## src/inc/bls_pkg.sv

```systemverilog
// Purpose: constants for the bridge window and secondary status bank
// Assumes: 32-bit register bus, byte addresses on word boundaries
// Notes:   shared by the bank top and its two leaf modules
//
// Contract
// I/O limit bits 11:8 read 1h
// I/O limit bits 15:12 writable top address
// I/O top bound low 12 bits ones
// I/O top bits 31:16 from upper register
// status bits 21, 23, 26:25 read zero
// bit 24 set on secondary parity error
// parity flag gated by response enable
// bit 27 set on completer abort sent
// bit 28 set on completer abort received
// bit 29 set on unsupported request received
// bit 30 set on error message, SERR on
// bit 31 set on poisoned packet received
// memory base bits 15:4 writable, reset zero
// memory bottom bound low 20 bits zero
// windows decide memory forwarding
// memory top from limit, low bits ones
// I/O bottom from base, low bits zero
// write one clears, event wins; bits 27..29 do not clear by write, only on reset
// reserved bits read zero, writes ignored
package bls_pkg;

    // =====================================================================
    // bus geometry
    localparam int unsigned REG_AW = 8;
    localparam int unsigned REG_DW = 32;

    // =====================================================================
    // register byte offsets
    localparam logic [REG_AW-1:0] OFS_IO_STAT   = 8'h1c;
    localparam logic [REG_AW-1:0] OFS_MEM_WIN   = 8'h20;
    localparam logic [REG_AW-1:0] OFS_CTRL      = 8'h40;
    localparam logic [REG_AW-1:0] OFS_IRQ_STAT  = 8'h44;
    localparam logic [REG_AW-1:0] OFS_IRQ_CLR   = 8'h48;
    localparam logic [REG_AW-1:0] OFS_IRQ_EN    = 8'h4c;

    // =====================================================================
    // field positions in the 0x1c word
    localparam int unsigned IO_BASE_LSB    = 4;
    localparam int unsigned IO_LIM_IND_LSB = 8;
    localparam int unsigned IO_LIM_LSB     = 12;
    localparam logic [3:0]  IO_32BIT_IND   = 4'h1;
    localparam logic [3:0]  IO_FIELD_RST   = 4'h0;

    // sticky flag positions in the 0x1c word
    localparam int unsigned ST_PAR_BIT  = 24;
    localparam int unsigned ST_CAS_BIT  = 27;
    localparam int unsigned ST_CAR_BIT  = 28;
    localparam int unsigned ST_URR_BIT  = 29;
    localparam int unsigned ST_SER_BIT  = 30;
    localparam int unsigned ST_PSN_BIT  = 31;

    // event vector index, shared by status flags and interrupt bank
    localparam int unsigned EV_N   = 6;
    localparam int unsigned EV_PAR = 0;
    localparam int unsigned EV_CAS = 1;
    localparam int unsigned EV_CAR = 2;
    localparam int unsigned EV_URR = 3;
    localparam int unsigned EV_SER = 4;
    localparam int unsigned EV_PSN = 5;

    // flags that software may clear by writing one
    localparam logic [EV_N-1:0] EV_W1C_MASK = 6'h31;

    // =====================================================================
    // memory window word
    localparam int unsigned MEM_BASE_LSB = 4;
    localparam int unsigned MEM_LIM_LSB  = 20;
    localparam logic [11:0] MEM_FIELD_RST = 12'h000;

    // =====================================================================
    // control register bits
    localparam int unsigned CTL_PERR_EN = 0;
    localparam int unsigned CTL_SERR_EN = 1;
    localparam logic [1:0]  CTL_RST     = 2'h0;

    // low address bits implied by the bounds
    localparam logic [11:0] IO_LOW_ONES  = 12'hfff;
    localparam logic [11:0] IO_LOW_ZERO  = 12'h000;
    localparam logic [19:0] MEM_LOW_ONES = 20'hfffff;
    localparam logic [19:0] MEM_LOW_ZERO = 20'h00000;

endpackage

```

## src/rtl/bls_sticky_bank.sv

```systemverilog
// Purpose: bank of sticky flags, set by events, cleared by a mask
// Assumes: set and clear come from logic on the same clock
// Notes:   a set in the cycle of a clear keeps the flag high
`timescale 1ns/1ps
`default_nettype none
module bls_sticky_bank #(
    parameter int unsigned N = 6
) (
    input  wire logic         clk_i,    // core clock
    input  wire logic         arst_n_i, // async reset, low
    input  wire logic [N-1:0] set_i,    // event pulses
    input  wire logic [N-1:0] clr_i,    // clear pulses
    output logic      [N-1:0] q_o       // flag state
);
    import bls_pkg::*;

    // =====================================================================
    // one flop per flag
    for (genvar g = 0; g < N; g++) begin : g_flag
        // set beats clear
        always_ff @(posedge clk_i or negedge arst_n_i) begin
            if (!arst_n_i) begin
                q_o[g] <= 1'b0;
            end else if (set_i[g]) begin
                q_o[g] <= 1'b1;
            end else if (clr_i[g]) begin
                q_o[g] <= 1'b0;
            end
        end
    end
endmodule
`default_nettype wire

```

## src/rtl/bls_window_cmp.sv

```systemverilog
// Purpose: inclusive address range check for one forwarding window
// Assumes: bounds already expanded to full width
// Notes:   an empty window (base above limit) never hits
`timescale 1ns/1ps
`default_nettype none
module bls_window_cmp #(
    parameter int unsigned AW = 32
) (
    input  wire logic [AW-1:0] base_i,  // lowest address in window
    input  wire logic [AW-1:0] limit_i, // highest address in window
    input  wire logic [AW-1:0] addr_i,  // address under test
    output logic               hit_o    // address inside window
);
    import bls_pkg::*;

    // compare against both bounds
    assign hit_o = (addr_i >= base_i) && (addr_i <= limit_i);
endmodule
`default_nettype wire

```

## src/rtl/bls_bank.sv

```systemverilog
// Purpose: I/O limit, secondary status and memory window registers
// Assumes: register bus and event sources share clk_i
// Notes:   forwarding check result is registered, one cycle latency
//          flags 27..29 clear only on reset
//          unmapped words read zero, writes drop
//          a set beats a clear in both flag banks
`timescale 1ns/1ps
`default_nettype none
module bls_bank (
    input  wire logic                          clk_i,        // core clock
    input  wire logic                          arst_n_i,     // reset, low
    // register port
    input  wire logic [bls_pkg::REG_AW-1:0]    reg_addr_i,   // byte address
    input  wire logic [bls_pkg::REG_DW-1:0]    reg_wdata_i,  // write data
    input  wire logic                          reg_wr_i,     // write strobe
    input  wire logic                          reg_rd_i,     // read strobe
    output logic      [bls_pkg::REG_DW-1:0]    reg_rdata_o,  // read data
    // events from the forwarding logic, one-cycle pulses
    input  wire logic                          par_err_ev_i, // parity err
    input  wire logic                          ca_sent_ev_i, // abort sent
    input  wire logic                          ca_rcvd_ev_i, // abort rcvd
    input  wire logic                          ur_rcvd_ev_i, // UR rcvd
    input  wire logic                          err_msg_ev_i, // err message
    input  wire logic                          poison_ev_i,  // poisoned TLP
    // upper I/O address halves from the upper-address registers
    input  wire logic [15:0]                   io_base_hi_i, // base 31:16
    input  wire logic [15:0]                   io_lim_hi_i,  // limit 31:16
    // forwarding query
    input  wire logic                          fwd_valid_i,  // query valid
    input  wire logic                          fwd_is_io_i,  // 1 io, 0 mem
    input  wire logic [31:0]                   fwd_addr_i,   // address
    output logic                               fwd_done_o,   // answer valid
    output logic                               fwd_hit_o,    // forward it
    // window bounds for the datapath
    output logic      [31:0]                   io_lo_o,      // io bottom
    output logic      [31:0]                   io_hi_o,      // io top
    output logic      [31:0]                   mem_lo_o,     // mem bottom
    output logic      [31:0]                   mem_hi_o,     // mem top
    output logic                               irq_o         // interrupt
);
    import bls_pkg::*;

    // =====================================================================
    // address decode
    // exact byte match, no aliasing of words
    function automatic logic is_ofs(input logic [REG_AW-1:0] a,
                                    input logic [REG_AW-1:0] o);
        is_ofs = (a == o);
    endfunction

    // 0x44 has no write select, so writes there drop
    logic wr_io_stat;
    logic wr_mem_win;
    logic wr_ctrl;
    logic wr_irq_clr;
    logic wr_irq_en;

    // write selects per register
    // strobes never overlap, so reads need no select
    assign wr_io_stat = reg_wr_i && is_ofs(reg_addr_i, OFS_IO_STAT);
    assign wr_mem_win = reg_wr_i && is_ofs(reg_addr_i, OFS_MEM_WIN);
    assign wr_ctrl    = reg_wr_i && is_ofs(reg_addr_i, OFS_CTRL);
    assign wr_irq_clr = reg_wr_i && is_ofs(reg_addr_i, OFS_IRQ_CLR);
    assign wr_irq_en  = reg_wr_i && is_ofs(reg_addr_i, OFS_IRQ_EN);

    // =====================================================================
    // writable fields
    // only stored bits have flops; fixed bits are constants
    logic [3:0]      io_base_r;
    logic [3:0]      io_lim_r;
    logic [11:0]     mem_base_r;
    logic [11:0]     mem_lim_r;
    logic [1:0]      ctrl_r;
    logic [EV_N-1:0] irq_en_r;

    // I/O base and limit fields of the 0x1c word
    always_ff @(posedge clk_i or negedge arst_n_i) begin
        if (!arst_n_i) begin
            io_base_r <= IO_FIELD_RST;
            io_lim_r  <= IO_FIELD_RST;
        end else if (wr_io_stat) begin
            // base bits 7:4, bottom of the I/O window
            io_base_r <= reg_wdata_i[IO_BASE_LSB +: 4];
            // limit bits 15:12
            io_lim_r  <= reg_wdata_i[IO_LIM_LSB +: 4];
        end
    end

    // memory window word; bits 3:0 and 19:16 are not stored
    always_ff @(posedge clk_i or negedge arst_n_i) begin
        if (!arst_n_i) begin
            mem_base_r <= MEM_FIELD_RST;
            mem_lim_r  <= MEM_FIELD_RST;
        end else if (wr_mem_win) begin
            // base bits 15:4
            mem_base_r <= reg_wdata_i[MEM_BASE_LSB +: 12];
            // limit bits 31:20
            mem_lim_r  <= reg_wdata_i[MEM_LIM_LSB +: 12];
        end
    end

    // error response controls
    // both off at reset, so gated events drop at first
    always_ff @(posedge clk_i or negedge arst_n_i) begin
        if (!arst_n_i) begin
            ctrl_r <= CTL_RST;
        end else if (wr_ctrl) begin
            // bit 0 parity response enable
            // bit 1 error message enable
            ctrl_r <= reg_wdata_i[1:0];
        end
    end

    // interrupt enables
    // these mask irq_o only; flags set regardless
    always_ff @(posedge clk_i or negedge arst_n_i) begin
        if (!arst_n_i) begin
            irq_en_r <= '0;
        end else if (wr_irq_en) begin
            irq_en_r <= reg_wdata_i[EV_N-1:0];
        end
    end

    // =====================================================================
    // event qualification
    logic [EV_N-1:0] ev_set;

    // gating sits ahead of both flag banks, so a
    // disabled source leaves nothing to clear later
    always_comb begin
        ev_set = '0;

        // parity error on secondary side
        // gated by response enable
        ev_set[EV_PAR] = par_err_ev_i && ctrl_r[CTL_PERR_EN];

        // completer abort sent
        ev_set[EV_CAS] = ca_sent_ev_i;

        // completer abort received
        ev_set[EV_CAR] = ca_rcvd_ev_i;

        // unsupported request received
        ev_set[EV_URR] = ur_rcvd_ev_i;

        // error message with SERR on
        ev_set[EV_SER] = err_msg_ev_i && ctrl_r[CTL_SERR_EN];

        // poisoned packet received
        ev_set[EV_PSN] = poison_ev_i;
    end

    // =====================================================================
    // secondary status flags
    logic [EV_N-1:0] st_clr;
    logic [EV_N-1:0] st_q;

    // pick up the write-one-to-clear bits of the status half
    // only a 0x1c write clears; bits 27..29 are masked
    always_comb begin
        st_clr = '0;

        if (wr_io_stat) begin
            st_clr[EV_PAR] = reg_wdata_i[ST_PAR_BIT];
            st_clr[EV_CAS] = reg_wdata_i[ST_CAS_BIT];
            st_clr[EV_CAR] = reg_wdata_i[ST_CAR_BIT];
            st_clr[EV_URR] = reg_wdata_i[ST_URR_BIT];
            st_clr[EV_SER] = reg_wdata_i[ST_SER_BIT];
            st_clr[EV_PSN] = reg_wdata_i[ST_PSN_BIT];
        end

        // read-only flags ignore the write
        st_clr = st_clr & EV_W1C_MASK;
    end

    // sticky status with set priority
    // these are the flags that software reads at 0x1c
    bls_sticky_bank #(
        .N (EV_N)
    ) u_status (
        .clk_i    (clk_i),
        .arst_n_i (arst_n_i),
        .set_i    (ev_set),
        .clr_i    (st_clr),
        .q_o      (st_q)
    );

    // =====================================================================
    // interrupt status, cleared through the clear register
    logic [EV_N-1:0] irq_clr;
    logic [EV_N-1:0] irq_st;
    logic [EV_N-1:0] irq_pend;

    // 0x48 is write only; a one clears that flag
    assign irq_clr = wr_irq_clr ? reg_wdata_i[EV_N-1:0] : '0;

    // own copy of the flags, so clearing the
    // interrupt leaves the status bits alone
    bls_sticky_bank #(
        .N (EV_N)
    ) u_irq (
        .clk_i    (clk_i),
        .arst_n_i (arst_n_i),
        .set_i    (ev_set),
        .clr_i    (irq_clr),
        .q_o      (irq_st)
    );

    // flags that are both set and enabled
    assign irq_pend = irq_st & irq_en_r;

    // level interrupt while any enabled flag is set
    // registered, so irq_o cannot glitch
    always_ff @(posedge clk_i or negedge arst_n_i) begin
        if (!arst_n_i) begin
            irq_o <= 1'b0;
        end else begin
            irq_o <= |irq_pend;
        end
    end

    // =====================================================================
    // window bounds
    // combinational, so a register write shows up
    // in the forwarding decision one cycle later
    // io bottom low bits zero
    // io upper bits from outside
    assign io_lo_o  = {io_base_hi_i, io_base_r, IO_LOW_ZERO};

    // io top low bits ones
    assign io_hi_o  = {io_lim_hi_i, io_lim_r, IO_LOW_ONES};

    // memory bottom low bits zero
    assign mem_lo_o = {mem_base_r, MEM_LOW_ZERO};

    // memory top low bits ones
    assign mem_hi_o = {mem_lim_r, MEM_LOW_ONES};

    // =====================================================================
    // forwarding decision
    // raw compare results, before the query type
    logic io_hit;
    logic mem_hit;
    logic win_hit;

    // I/O window, 32-bit bounds
    bls_window_cmp #(
        .AW (32)
    ) u_io_win (
        .base_i  (io_lo_o),
        .limit_i (io_hi_o),
        .addr_i  (fwd_addr_i),
        .hit_o   (io_hit)
    );

    // memory window; an empty one never hits
    bls_window_cmp #(
        .AW (32)
    ) u_mem_win (
        .base_i  (mem_lo_o),
        .limit_i (mem_hi_o),
        .addr_i  (fwd_addr_i),
        .hit_o   (mem_hit)
    );

    // pick the window named by the query
    assign win_hit = fwd_is_io_i ? io_hit : mem_hit;

    // registered window verdict
    // done follows valid; hit only beside valid
    always_ff @(posedge clk_i or negedge arst_n_i) begin
        if (!arst_n_i) begin
            fwd_done_o <= 1'b0;
            fwd_hit_o  <= 1'b0;
        end else begin
            fwd_done_o <= fwd_valid_i;
            fwd_hit_o  <= fwd_valid_i && win_hit;
        end
    end

    // =====================================================================
    // read mux
    logic [REG_DW-1:0] rd_word;

    // fields sit at their word positions, the
    // rest of each word stays zero
    always_comb begin
        rd_word = '0;
        case (reg_addr_i)
            OFS_IO_STAT: begin
                // fixed 32-bit I/O indicator
                rd_word[IO_BASE_LSB-4 +: 4]  = IO_32BIT_IND;
                rd_word[IO_BASE_LSB +: 4]    = io_base_r;
                rd_word[IO_LIM_IND_LSB +: 4] = IO_32BIT_IND;
                rd_word[IO_LIM_LSB +: 4]     = io_lim_r;

                // bits 21, 23, 26:25 stay zero
                // bits 20:16 and 22 stay zero
                // sticky flags, bits 24 and 27 to 31
                rd_word[ST_PAR_BIT] = st_q[EV_PAR];
                rd_word[ST_CAS_BIT] = st_q[EV_CAS];
                rd_word[ST_CAR_BIT] = st_q[EV_CAR];
                rd_word[ST_URR_BIT] = st_q[EV_URR];
                rd_word[ST_SER_BIT] = st_q[EV_SER];
                rd_word[ST_PSN_BIT] = st_q[EV_PSN];
            end
            OFS_MEM_WIN: begin
                // base bits 3:0 read zero
                // bits 19:16 read zero as well
                rd_word[MEM_BASE_LSB +: 12] = mem_base_r;
                rd_word[MEM_LIM_LSB +: 12]  = mem_lim_r;
            end
            // error response controls
            OFS_CTRL: begin
                rd_word[1:0] = ctrl_r;
            end
            // interrupt flags, read only
            OFS_IRQ_STAT: begin
                rd_word[EV_N-1:0] = irq_st;
            end
            // interrupt enables
            OFS_IRQ_EN: begin
                rd_word[EV_N-1:0] = irq_en_r;
            end
            // 0x48 and unmapped words read zero
            default: begin
                rd_word = '0;
            end
        endcase
    end

    // read data valid only in the cycle after the strobe
    // zero otherwise, so stale words never linger
    always_ff @(posedge clk_i or negedge arst_n_i) begin
        if (!arst_n_i) begin
            reg_rdata_o <= '0;
        end else if (reg_rd_i) begin
            reg_rdata_o <= rd_word;
        end else begin
            reg_rdata_o <= '0;
        end
    end
endmodule
`default_nettype wire

```

## config.mk

```make
export PLATFORM = sky130hd
export DESIGN_NAME = bls_bank
export DESIGN_NICKNAME = d
export VERILOG_FILES = /design/src/inc/bls_pkg.sv /design/src/rtl/bls_sticky_bank.sv /design/src/rtl/bls_window_cmp.sv /design/src/rtl/bls_bank.sv
export SDC_FILE = /design/constraint.sdc
export NUM_CORES = 1
export LEC_CHECK = 0
export ABC_AREA = 0
export BUFFER_PORTS_ARGS = -buffer_cell sky130_fd_sc_hd__buf_2
export CORE_MARGIN = 5
export CORE_UTILIZATION = 45
export CTS_CLUSTER_DIAMETER = 50
export CTS_CLUSTER_SIZE = 12
export DETAILED_ROUTE_END_ITERATION = 6
export GPL_ROUTABILITY_DRIVEN = 1
export PLACE_DENSITY = 0.74
export SYNTH_ARGS = -nofsm -noshare
export SYNTH_HDL_FRONTEND = slang
export SYNTH_HIERARCHICAL = 1
export SYNTH_SLANG_ARGS = --single-unit
```

## constraint.sdc

```tcl
create_clock -name clk_i -period 2.21 [get_ports clk_i]
set_input_delay 0.3315 -clock clk_i [delete_from_list [all_inputs] [get_ports clk_i]]
set_output_delay 0.3315 -clock clk_i [all_outputs]
set_load 0.05 [all_outputs]
```

==> impl_metrics.py <==
metrics = {
    "global_route": {
        "grt_overflow": 0,
        "grt_use_met2_pct": 33.03,
        "grt_pass1_vias": 5926,
        "grt_max_degree": 39,
        "antenna_found_initial": 1,
        "gr-usage-met1_pct": 24.86,
        "top_usage_layer": "met2",
        "met3_usage_pct": 4.237,
        "grtUsageTotal_pct": 19.18,
        "grt_pass1_wl_um": 28830,
    },
    "flow_run": {
        "maxCapViolations": 0,
    },
    "clocking": {
        "cts_tree": "yes",
        "cts_max_path_buffers": 2,
        "cts_buffers": 9,
        "cts_sinks": 83,
        "cts_root_buf": "clkbuf_16",
        "path_clk_slew_ns": 0.06,
        "worst_skew_pair.late_latency_ns": 0.33,
        "clock_tree.htree_level_count": 3,
    },
    "synthesis": {
        "ys_ff_latch": 83,
        "yosysSeqAreaShare_pct": 28.33,
        "synth_area_per_cell_um2": 9.200,
        "synth-async-reset-ratio_pct": 100.0,
        "synth-main-ff-cell": "dfrtp_1",
        "postSynthCellCount": 797,
        "synth_edf_count": 0,
        "yosysWarnings": 6,
        "yosysUniqueCellTypes": 47,
        "syn_area_mm2": 0.007332,
    },
    "detailed_routing": {
        "drcViolationCount": 0,
        "dr.pass1.iters": 4,
        "vias": 6160,
        "vias_per_cell": 4.656,
        "drtIter0Drc": 111,
        "ant_nets": 0,
        "wl_per_cell_um": 14.33,
        "routed_wl_um": 18960,
    },
    "setup_path": {
        "start_kind": "register",
        "cpPeakStageDelay_ns": 0.36,
        "path_buf_inv": 1,
        "cp-end-kind": "register",
        "cp.required_ns": 2.42,
        "crit_family": "compound AO/OA/AOI/OAI gates",
        "critPathSlowestCell": "dfrtp_2",
        "critPathKind": "reg -> reg",
        "crit_arrival_ns": 2.33,
        "crit_chain": "inv_1 -> ha_1 -> a21o_1 -> a221o_1 -> a221oi_2 -> o21ai_1 -> a21oi_1 -> a311oi_1 -> mux2i_1 -> nor2b_1",
        "worstPathMaxFanout": 2,
    },
    "placed_design": {
        "gp_congestion": 0.8218,
        "post_dp_cell_area_mm2": 0.008832,
        "port_buffers": 206,
        "dp_hpwl_um": 16220,
        "dpl_worst_slack_ns": -0.1493,
    },
    "timing": {
        "fin_skew_ns": 0.007275,
        "fin_hold_ws_ns": 0.1332,
        "drv_slew": 0,
        "fin_crit_sh_pct": 95.63,
        "fmax_mhz": 473.2,
        "setup_tns_ns": 0,
        "layout_min_cycle_time_ns": 2.113,
        "setup_viol": 0,
        "rsz0062_at_grt": "yes",
        "worst_slack_ns": 0.09652,
        "finalHoldViolations": 0,
    },
    "floorplanning": {
        "start_util_pct": 45.99,
        "num_io_pins": 279,
        "chipHeight_um": 137.6,
        "core_mm2": 0.01594,
        "row_count": 46,
        "die_width_um": 137.6,
        "die_area_mm2": 0.01895,
    },
    "power_and_ir_drop": {
        "p_comb_share_pct": 33.0,
        "p_seq_share_pct": 35.6,
        "power_switching_w": 0.001665,
        "swShare_pct": 35.86,
        "p_clk_share_pct": 31.4,
        "internal_power_w": 0.002979,
        "power.leakage_nw": 5.335,
        "power_density_mw_per_mm2": 499.4,
        "max-vdd-ir-drop_mv": 0.5576,
    },
    "final_layout": {
        "antenna_cells": 0,
        "num-nets-final": 1346,
        "design_area_mm2": 0.009301,
        "final_common_cell": "buf_2",
        "area_delta_synth_final_pct": 26.86,
        "drive_gt1_share_pct": 34.15,
        "most-common-layout-cells": "205 x buf_2, 140 x inv_1, 135 x conb_1, 122 x ha_1, 68 x dfrtp_1",
    },
    "hold_path": {
        "hold_class": "in -> reg",
    },
    "run_status": {
        "status": "finished clean",
    },
}
layout make-up:
cell class / count / area (um2)
clock inverters: 6 / 66.31
clock buffers: 10 / 229.0
inverters: 143 / 536.8
fillers: 1415 / 6641
well taps: 216 / 270.3
flip-flops and latches: 83 / 2096
repair buffers: 271 / 1549
multi-input cells: 594 / 4554
stage by stage:
step,cells,total power [W],utilization [%]
CTS,1321,0.004619,57.43
detailed placement,1304,0.003150,55.40
finish,1323,0.004645,58.34
global route,1323,0.004918,58.34
global placement,1304,0.003114,55.40
floorplan,930,0.002807,-
Yosys cell counts, types with 2 or more instances:
| cell type | n | share of area (%) |
|---|---|---|
| a2111oi_0 | 2 | 0.24 |
| a211oi_1 | 6 | 0.61 |
| a21o_1 | 21 | 2.2 |
| a21oi_1 | 49 | 3.3 |
| a221o_1 | 2 | 0.27 |
| a221oi_1 | 8 | 0.96 |
| a22o_1 | 12 | 1.4 |
| a22oi_1 | 6 | 0.61 |
| a311oi_1 | 2 | 0.24 |
| a31oi_1 | 4 | 0.34 |
| and2_0 | 2 | 0.17 |
| and2_1 | 10 | 0.85 |
| and3_1 | 12 | 1.0 |
| and4_1 | 6 | 0.72 |
| and4_2 | 2 | 0.27 |
| buf_4 | 102 | 10 |
| buf_6 | 2 | 0.31 |
| clkbuf_1 | 4 | 0.20 |
| conb_1 | 2 | 0.10 |
| dfrtp_1 | 83 | 28 |
| ha_1 | 128 | 22 |
| inv_1 | 143 | 7.3 |
| mux2_2 | 43 | 6.6 |
| mux2i_1 | 4 | 0.55 |
| nand2_1 | 41 | 2.1 |
| nand2b_1 | 3 | 0.26 |
| nand3_1 | 13 | 0.89 |
| nand4_1 | 16 | 1.4 |
| nor2_1 | 18 | 0.92 |
| nor2b_1 | 3 | 0.26 |
| nor3_2 | 2 | 0.27 |
| nor3_4 | 2 | 0.44 |
| nor3b_1 | 3 | 0.31 |
| nor4_4 | 3 | 0.87 |
| o21ai_0 | 23 | 1.6 |
| o221a_1 | 2 | 0.31 |
| or4_4 | 3 | 0.46 |
logic make-up (layout without fill, tap and decap cells):
logic type                 count (synthesis)  after routing  synth area share [%]
buffers and inverters                    253            430                 18.40
and+or+nand+nor                          146            146                 12.00
AOI/OAI and AO/OA                        138            138                 12.18
adders and majority gates                128            128                 21.84
DFF                                       83             83                 28.33
muxes                                     47             47                 7.150
other                                      2            135                0.1024
sequential cells by signal, summed over array words and instances (netlist names):
name and flops:
reg_rdata_o 28, mem_base_r 12, mem_lim_r 12, irq_en_r 6, u_irq/q_o 6, u_status/q_o 6
io_base_r 4, io_lim_r 4, ctrl_r 2, fwd_done_o 1, fwd_hit_o 1, irq_o 1
path summary, 6_finish.rpt:
kind                                             startpoint                          end  slack (ns)  cells past startpoint
max in group asynchronous                          arst_n_i    mem_lim_r[11]$_DFFE_PN0P_        1.11                      3
worst min register to register  u_status/q_o[1]$_DFFE_PN0P_  u_status/q_o[1]$_DFFE_PN0P_        0.48                      1
worst max register to register    mem_base_r[5]$_DFFE_PN0P_          fwd_hit_o$_DFF_PN0_         0.1                     10
min in group asynchronous                          arst_n_i              irq_o$_DFF_PN0_        0.49                      2
worst min-delay path                            fwd_valid_i         fwd_done_o$_DFF_PN0_        0.13                      1
worst max-delay path              mem_base_r[5]$_DFFE_PN0P_          fwd_hit_o$_DFF_PN0_         0.1                     10
layer usage:
layer / wire (um) / vias up
met2: 9251 / 159
li1: - / 3125
met3: 1291 / 22
met4: 227 / 2
met1: 8173 / 2852
met5: 13 / -
power by group through the flow:
stage               registers [W]  clock network [W]  logic [W]
floorplan                 0.00179                  0    0.00102
global placement          0.00168                  0    0.00144
detailed placement        0.00168                  0    0.00147
CTS                       0.00165            0.00148    0.00148
global route              0.00166            0.00156    0.00170
finish                    0.00165            0.00146    0.00153
repair_timing:
item | 4_1_cts | 5_1_grt
gates resized for setup | 3 | 23
endpoints found under the setup margin | 1 | 1
setup buffers | 0 | 3
pin swaps | 2 | 10
hold endpoints to repair | 36 | 0
hold buffers | 1 | 0
Note: power is estimated with default switching activity, not from simulation.
